$ cat src/hw/cre_pkg.sv
// Constants and types shared by the reset and non-maskable interrupt entry unit.
package cre_pkg;
    localparam int unsigned XLEN      = 32;
    localparam int unsigned VEC_W     = 31;
    localparam int unsigned GPR_NUM   = 32;
    localparam int unsigned GPR_AW    = 5;
    localparam logic [31:0] CAUSE_PIN   = 32'h0000_0000;
    localparam logic [31:0] CAUSE_STORE = 32'hf000_0000;
    localparam logic [31:0] CAUSE_LOAD  = 32'hf000_0001;
    localparam logic [31:0] WORD_ZERO   = 32'h0000_0000;
    localparam logic [4:0]  GPR_X0      = 5'h00;

    // Gray-coded entry states: reset, start fetch, run.
    typedef enum logic [1:0] {
        CRE_RESET = 2'b00,
        CRE_START = 2'b01,
        CRE_RUN   = 2'b11
    } cre_state_t;
endpackage

$ cat src/hw/cre_entry.sv
// Reset start, non-maskable interrupt entry and integer register file.
`timescale 1ns/1ns
`default_nettype none
// Function
// - Take a 31-bit reset start address, bits 31 to 1, from the system.
// - Core reset is active low, asserts asynchronously, releases synchronously.
// - After reset release, first fetch comes from the reset start address.
// - Reset clears integer registers x1 through x31 to zero.
// - Take a 31-bit non-maskable interrupt target address, bits 31 to 1.
// - Non-maskable interrupts ignore other interrupts and direct or vectored mode.
// - Interrupt pin is synchronised and requests on a low-to-high transition.
// - Data-bus store or non-blocking load errors raise an internal interrupt.
// - Any non-maskable interrupt redirects the next fetch to the target address.
// - Cause is zero for pin, f0000000 for store, f0000001 for load.
// - First data-bus error address is captured and locked; later ones gated.
// - Unlock write or core reset releases the lock and re-enables signalling.
module cre_entry (
    input  wire logic        clk_sys_i,
    input  wire logic        sys_rst_i,
    input  wire logic        core_rst_n_i,
    input  wire logic [31:1] rst_vec_i,
    input  wire logic [31:1] nmi_vec_i,
    input  wire logic        nmi_pin_i,
    input  wire logic        dbus_store_err_i,
    input  wire logic        dbus_load_err_i,
    input  wire logic [31:0] dbus_err_addr_i,
    input  wire logic        err_unlock_i,
    input  wire logic        gpr_we_i,
    input  wire logic [4:0]  gpr_waddr_i,
    input  wire logic [31:0] gpr_wdata_i,
    input  wire logic [4:0]  gpr_raddr_i,
    output logic             core_rst_o,
    output logic             fetch_valid_o,
    output logic [31:0]      fetch_addr_o,
    output logic             cause_we_o,
    output logic [31:0]      cause_o,
    output logic [31:0]      err_addr_o,
    output logic             err_locked_o,
    output logic [31:0]      gpr_rdata_o
);
    logic                rst_meta;
    logic                rst_core_n;
    logic                pin_s1;
    logic                pin_s2;
    logic                pin_prev;
    logic                pin_pulse;
    logic                nmi_pend;
    logic                core_in_reset;
    logic                running;
    logic                take_pin;
    logic                store_ok;
    logic                load_ok;
    logic                err_ok;
    logic                err_open;
    logic [31:0]         next_cause;
    cre_pkg::cre_state_t state;
    logic [31:0]         gpr [1:cre_pkg::GPR_NUM-1];

    // Rebuild a full byte address from a halfword-aligned vector bus.
    function automatic logic [31:0] vec_addr(input logic [31:1] v);
        vec_addr = {v, 1'b0};
    endfunction

    // Reset synchroniser: the pin clears both stages at once, release ripples.
    // Two stages keep a release near a clock edge from reaching the core.
    always_ff @(posedge clk_sys_i or negedge core_rst_n_i) begin
        if (!core_rst_n_i) begin
            rst_meta   <= 1'b0;
            rst_core_n <= 1'b0;
        end else begin
            rst_meta   <= 1'b1;
            rst_core_n <= rst_meta;
        end
    end

    // The system reset acts on the same logic, but only at a clock edge.
    assign core_in_reset = !rst_core_n || sys_rst_i;

    // Entry sequencer: one start cycle issues the reset fetch, then run.
    always_ff @(posedge clk_sys_i or negedge rst_core_n) begin
        if (!rst_core_n) begin
            state <= cre_pkg::CRE_RESET;
        end else if (sys_rst_i) begin
            state <= cre_pkg::CRE_RESET;
        end else begin
            case (state)
                cre_pkg::CRE_RESET: state <= cre_pkg::CRE_START;
                cre_pkg::CRE_START: state <= cre_pkg::CRE_RUN;
                cre_pkg::CRE_RUN:   state <= cre_pkg::CRE_RUN;
                default:            state <= cre_pkg::CRE_RESET;
            endcase
        end
    end

    assign running = (state == cre_pkg::CRE_RUN);

    // Pin path: two stages, then an edge compare into a one-cycle pulse.
    // A pin stuck high gives a single request; it must drop to re-arm.
    always_ff @(posedge clk_sys_i or negedge rst_core_n) begin
        if (!rst_core_n) begin
            pin_s1    <= 1'b0;
            pin_s2    <= 1'b0;
            pin_prev  <= 1'b0;
            pin_pulse <= 1'b0;
        end else if (sys_rst_i) begin
            pin_s1    <= 1'b0;
            pin_s2    <= 1'b0;
            pin_prev  <= 1'b0;
            pin_pulse <= 1'b0;
        end else begin
            pin_s1    <= nmi_pin_i;
            pin_s2    <= pin_s1;
            pin_prev  <= pin_s2;
            pin_pulse <= pin_s2 && !pin_prev;
        end
    end

    // A pin request seen before run is held, so the reset fetch goes first.
    always_ff @(posedge clk_sys_i or negedge rst_core_n) begin
        if (!rst_core_n) begin
            nmi_pend <= 1'b0;
        end else if (sys_rst_i) begin
            nmi_pend <= 1'b0;
        end else begin
            nmi_pend <= (pin_pulse || nmi_pend) && !running;
        end
    end

    // An unlock in the same cycle lets a new error in.
    assign err_open = !err_locked_o || err_unlock_i;
    // Requests count only once the reset fetch has gone out.
    assign take_pin = running && (pin_pulse || nmi_pend);
    assign store_ok = running && dbus_store_err_i && err_open;
    assign load_ok  = running && dbus_load_err_i && err_open;
    assign err_ok   = store_ok || load_ok;

    // Fixed priority picks one cause: pin, then store, then load.
    always_comb begin
        next_cause = cre_pkg::CAUSE_LOAD;
        if (take_pin) begin
            next_cause = cre_pkg::CAUSE_PIN;
        end else if (store_ok) begin
            next_cause = cre_pkg::CAUSE_STORE;
        end
    end

    // Fetch redirect and cause write; no interrupt mode input reaches here.
    // Address and cause hold after the pulse, so a slow reader still sees them.
    always_ff @(posedge clk_sys_i or negedge rst_core_n) begin
        if (!rst_core_n) begin
            fetch_valid_o <= 1'b0;
            fetch_addr_o  <= cre_pkg::WORD_ZERO;
            cause_we_o    <= 1'b0;
            cause_o       <= cre_pkg::WORD_ZERO;
        end else if (sys_rst_i) begin
            fetch_valid_o <= 1'b0;
            fetch_addr_o  <= cre_pkg::WORD_ZERO;
            cause_we_o    <= 1'b0;
            cause_o       <= cre_pkg::WORD_ZERO;
        end else if (state == cre_pkg::CRE_START) begin
            fetch_valid_o <= 1'b1;
            fetch_addr_o  <= vec_addr(rst_vec_i);
            cause_we_o    <= 1'b0;
        end else if (take_pin || err_ok) begin
            fetch_valid_o <= 1'b1;
            fetch_addr_o  <= vec_addr(nmi_vec_i);
            cause_we_o    <= 1'b1;
            cause_o       <= next_cause;
        end else begin
            fetch_valid_o <= 1'b0;
            cause_we_o    <= 1'b0;
        end
    end

    // Error address capture and lock; a new error beats an unlock write.
    always_ff @(posedge clk_sys_i or negedge rst_core_n) begin
        if (!rst_core_n) begin
            err_addr_o   <= cre_pkg::WORD_ZERO;
            err_locked_o <= 1'b0;
        end else if (sys_rst_i) begin
            err_addr_o   <= cre_pkg::WORD_ZERO;
            err_locked_o <= 1'b0;
        end else if (err_ok) begin
            err_addr_o   <= dbus_err_addr_i;
            err_locked_o <= 1'b1;
        end else if (err_unlock_i) begin
            err_locked_o <= 1'b0;
        end
    end

    // Register file; x0 is not stored and always reads as zero.
    // Every entry clears at reset, which rules out a plain memory macro here.
    always_ff @(posedge clk_sys_i or negedge rst_core_n) begin
        if (!rst_core_n) begin
            for (int i = 1; i < cre_pkg::GPR_NUM; i++) begin
                gpr[i] <= cre_pkg::WORD_ZERO;
            end
        end else if (sys_rst_i) begin
            for (int i = 1; i < cre_pkg::GPR_NUM; i++) begin
                gpr[i] <= cre_pkg::WORD_ZERO;
            end
        end else if (gpr_we_i && gpr_waddr_i != cre_pkg::GPR_X0) begin
            gpr[gpr_waddr_i] <= gpr_wdata_i;
        end
    end

    // Registered read port and reset status output.
    always_ff @(posedge clk_sys_i or negedge rst_core_n) begin
        if (!rst_core_n) begin
            gpr_rdata_o <= cre_pkg::WORD_ZERO;
            core_rst_o  <= 1'b1;
        end else begin
            core_rst_o  <= sys_rst_i;
            if (sys_rst_i || gpr_raddr_i == cre_pkg::GPR_X0) begin
                gpr_rdata_o <= cre_pkg::WORD_ZERO;
            end else begin
                gpr_rdata_o <= gpr[gpr_raddr_i];
            end
        end
    end
endmodule
`default_nettype wire

$ cat config.mk
export PLATFORM = sky130hd
export DESIGN_NAME = cre_entry
export DESIGN_NICKNAME = d
export VERILOG_FILES = /design/src/hw/cre_pkg.sv /design/src/hw/cre_entry.sv
export SDC_FILE = /design/constraint.sdc
export NUM_CORES = 2
export LEC_CHECK = 0
export BUFFER_PORTS_ARGS = -buffer_cell sky130_fd_sc_hd__buf_2
export CORE_UTILIZATION = 45
export CTS_CLUSTER_DIAMETER = 80
export CTS_CLUSTER_SIZE = 40
export DETAILED_ROUTE_END_ITERATION = 6
export GPL_ROUTABILITY_DRIVEN = 0
export PLACE_DENSITY = 0.68
export SETUP_SLACK_MARGIN = 0.05
export SLEW_MARGIN = 0
export SYNTH_ARGS = -nofsm -noshare
export SYNTH_HDL_FRONTEND = slang
export SYNTH_SLANG_ARGS = --single-unit
$ cat constraint.sdc
create_clock -name clk_sys_i -period 36.7 [get_ports clk_sys_i]
set_input_delay 0 -clock clk_sys_i [delete_from_list [all_inputs] [get_ports clk_sys_i]]
set_output_delay 0 -clock clk_sys_i [all_outputs]
set_load 0.01 [all_outputs]
==> metrics.yaml <==
power_mw: 2.21
design_area_um2: 57700
pwr-share-clk_pct: 34.0
insertion_delay_ps: 700
avgSynthCellArea_um2: 9.18
power_per_cell_area_nw_per_um2: 38.3
final.setup.worst_slack_ps: 32200
grt_pass1_wl_mm: 269
finalCritPeriodShare_pct: 12.3
whs_ps: -22.2
worst_ep_arrival_time_ps: 5170
status: "complete, but fails checks"
cp_max_fo: 155
antenna_found_initial: 4
setup_tns_ps: 0
worst_setup_path_end_kind: "async pin"
placeableCoreArea_um2: 116000
synth_fa_ha_area_share_pct: 0
power.switching_mw: 0.638
dpl_worst_slack_ps: 31980
cpMostUsedCell: "buf_4"
drc: 0
crit_buf_inv: 4
violations: "hold timing"
cts-root-buf: "clkbuf_16"
die_y_um: 344
detail_route.first_pass.iterations: 6
intPower_mw: 1.57
dp_cells: 7061
clk_path_buf_depth: 3
fin_worst_skew_ps: 37.9
p_leak_nw: 24.3
netlist_area_um2: 52600
dpl.hpwl_mm: 98.8
hold_viol_final: 7
clk_pin_slew_ps: 120
synth.most_common_cell: "nand2_1"
grt_max_degree: 190
vias: 43900
vdd_drop_max_uv: 49.8
fmax_mhz: 222
comb_power_share_pct: 9.8
fin_cells: 7322
ant_nets: 0
swShare_pct: 28.9
max_cap_violations: 0
synth_cells: 5733
track_usage_pct: 29.8
post_cts.repair.setup_buffers: 0
cts_tree: "built"
drtIter0Drc: 5207
ioPinCount: 276
period_needed_ps: 4500
rows: 125
yosys_warnings: 0
die_x_um: 344
slew_headroom_pct: 4.07
synthMuxAreaShare_pct: 10.8
via_per_inst: 6.00
critPathSlowestCell: "dfrtp_4"
synth-edff-count: 0
rsz0062_at_grt: "false"
p_seq_share_pct: 56.2
tightest_slew_ps: 1440
multiInputGateArea_um2: 22600
ys_types: 59
drive_above_1_share_pct: 11.4
yosys.area.top_type_share_pct: 52.3
critPathKind: "register to async pin"
finalSetupViolations: 0
grt_pass1_vias: 42700
grt-ovfl-total: 0
synth_simple_gate_area_share_pct: 17.6
cp-start-kind: "register"
crit_chain: "buf_12 > buf_4 > buf_4 > buf_4"
seq_area_um2: 27600
synth-main-ff-cell: "dfrtp_1"
yosys.area.top_type: "dfrtp_1"
area_growth_pct: 9.63
synth_compound_area_share_pct: 13.8
cpPeakStageDelay_ps: 1030
nets: 5902
cts_sinks: 1102
synthTopCellsByCount: "nand2_1 (2081), dfrtp_1 (1101), a21oi_1 (1026), clkbuf_1 (390), mux2i_1 (234)"
h-tree-depth: 2
fillCellCount: 10600
synthXorXnorAreaFrac_pct: 0
finish.utilization_pct: 49.7
synth_top_family_by_area: "simple AND/OR/NAND/NOR gates"
wl_mm: 179
hold_class: "input pin to register"
ys_seq_elements: 1102
slew_violations: 0
tritoncts.num_buffers: 46
drt-wirelength-per-cell_um: 24.4
start_util_pct: 45.4
dpl_cell_area_um2: 54100
cp_top_family: "buffers and inverters"
cp_data_required_time_ps: 37370
numPortBuffers: 247
synthArstFlopShare_pct: 100
die-area_um2: 118000
yosysSeqAreaShare_pct: 52.4
synth.area.top_cells: "dfrtp_1 (52%), nand2_1 (15%), a21oi_1 (9.8%)"
## tightest hold or removal path, stage by stage
cell	delay [ps]
buf_2	390
nand2_1	170
a21oi_1	60
## per-layer routing
| metal | vias up | GRT usage, % | routed length [um] |
|---|---|---|---|
| li1 | 19200 | - | - |
| met2 | 2356 | 46.2 | 80500 |
| met1 | 21900 | 39.6 | 69900 |
| met5 | - | 0 | 11 |
| met3 | 417 | 6.81 | 19000 |
| met4 | 2 | 14.0 | 9330 |
## cell type report
cell class / count / area share (%)
well taps: 1524 / 3.30
diodes: 4 / 0.0173
multi-input cells: 4085 / 39.1
flip-flops and latches: 1102 / 47.8
inverters: 3 / 0.0195
repair buffers: 520 / 6.57
clock buffers: 47 / 2.04
clock inverters: 37 / 1.16
## worst paths after layout
check	start	endpoint	slack (ps)	cells after the start
setup reg to reg	rst_core_n	gpr_rdata_o[4]	32200	4
max in group clk_sys_i	gpr_raddr_i[0]	gpr_rdata_o[25]	33120	8
hold / removal	gpr_wdata_i[7]	gpr[647]	-20	3
setup / recovery	rst_core_n	gpr_rdata_o[4]	32200	4
hold reg to reg	rst_meta	rst_core_n	370	0
min in group asynchronous	core_rst_n_i	rst_core_n	190	3
## cell usage in the layout, fill, tap and decap left out, types with 15 or more instances in the layout
| master | instances |
|---|---|
| mux2i_1 | 234 |
| mux4_2 | 64 |
| a221oi_1 | 23 |
| a2111oi_2 | 15 |
| nand2_1 | 2081 |
| conb_1 | 29 |
| a21oi_1 | 1025 |
| a22oi_1 | 51 |
| a22o_1 | 16 |
| nor2_1 | 66 |
| o21ai_0 | 37 |
| dlygate4sd3_1 | 173 |
| nor2b_1 | 33 |
| buf_4 | 98 |
| clkbuf_16 | 47 |
| dfrtp_1 | 1100 |
| mux2_2 | 75 |
| nor3_1 | 50 |
| mux4_1 | 40 |
| o22ai_1 | 77 |
| buf_2 | 242 |
| nor4_1 | 25 |
## state kept, by name (all words and copies together) (netlist names)
register and flops:
err_addr_o 32, pin_pulse 1, rst_core_n 1, fetch_valid_o 1, cause_we_o 1, gpr_rdata_o 32
pin_s1 1, gpr 992, cause_o 2, err_locked_o 1, fetch_addr_o 31, pin_prev 1
pin_s2 1, nmi_pend 1, core_rst_o 1, state 2, rst_meta 1
## timing repair
item / CTS / global route
endpoints found under the hold margin: 1022 / 0
hold buffers: 173 / 0
gates resized for setup: 0 / 0
## power groups by stage
| stage | Clock, mW | Sequential, mW | Combinational, mW |
|---|---|---|---|
| floorplan | 0 | 1.28 | 0.111 |
| global placement | 0 | 1.26 | 0.195 |
| detailed placement | 0 | 1.26 | 0.196 |
| CTS | 0.761 | 1.24 | 0.211 |
| global route | 0.798 | 1.24 | 0.229 |
| finish | 0.752 | 1.24 | 0.216 |
## cell families (layout without fill, tap and decap cells)
logic type | count (synthesis) | after routing
buffers and inverters | 573 | 607
other | 2 | 33
flip-flops | 1102 | 1102
AO/OA/AOI/OAI | 1298 | 1298
AND/OR/NAND/NOR | 2343 | 2343
multiplexers | 415 | 415
Note: power is estimated with default switching activity, not from simulation.
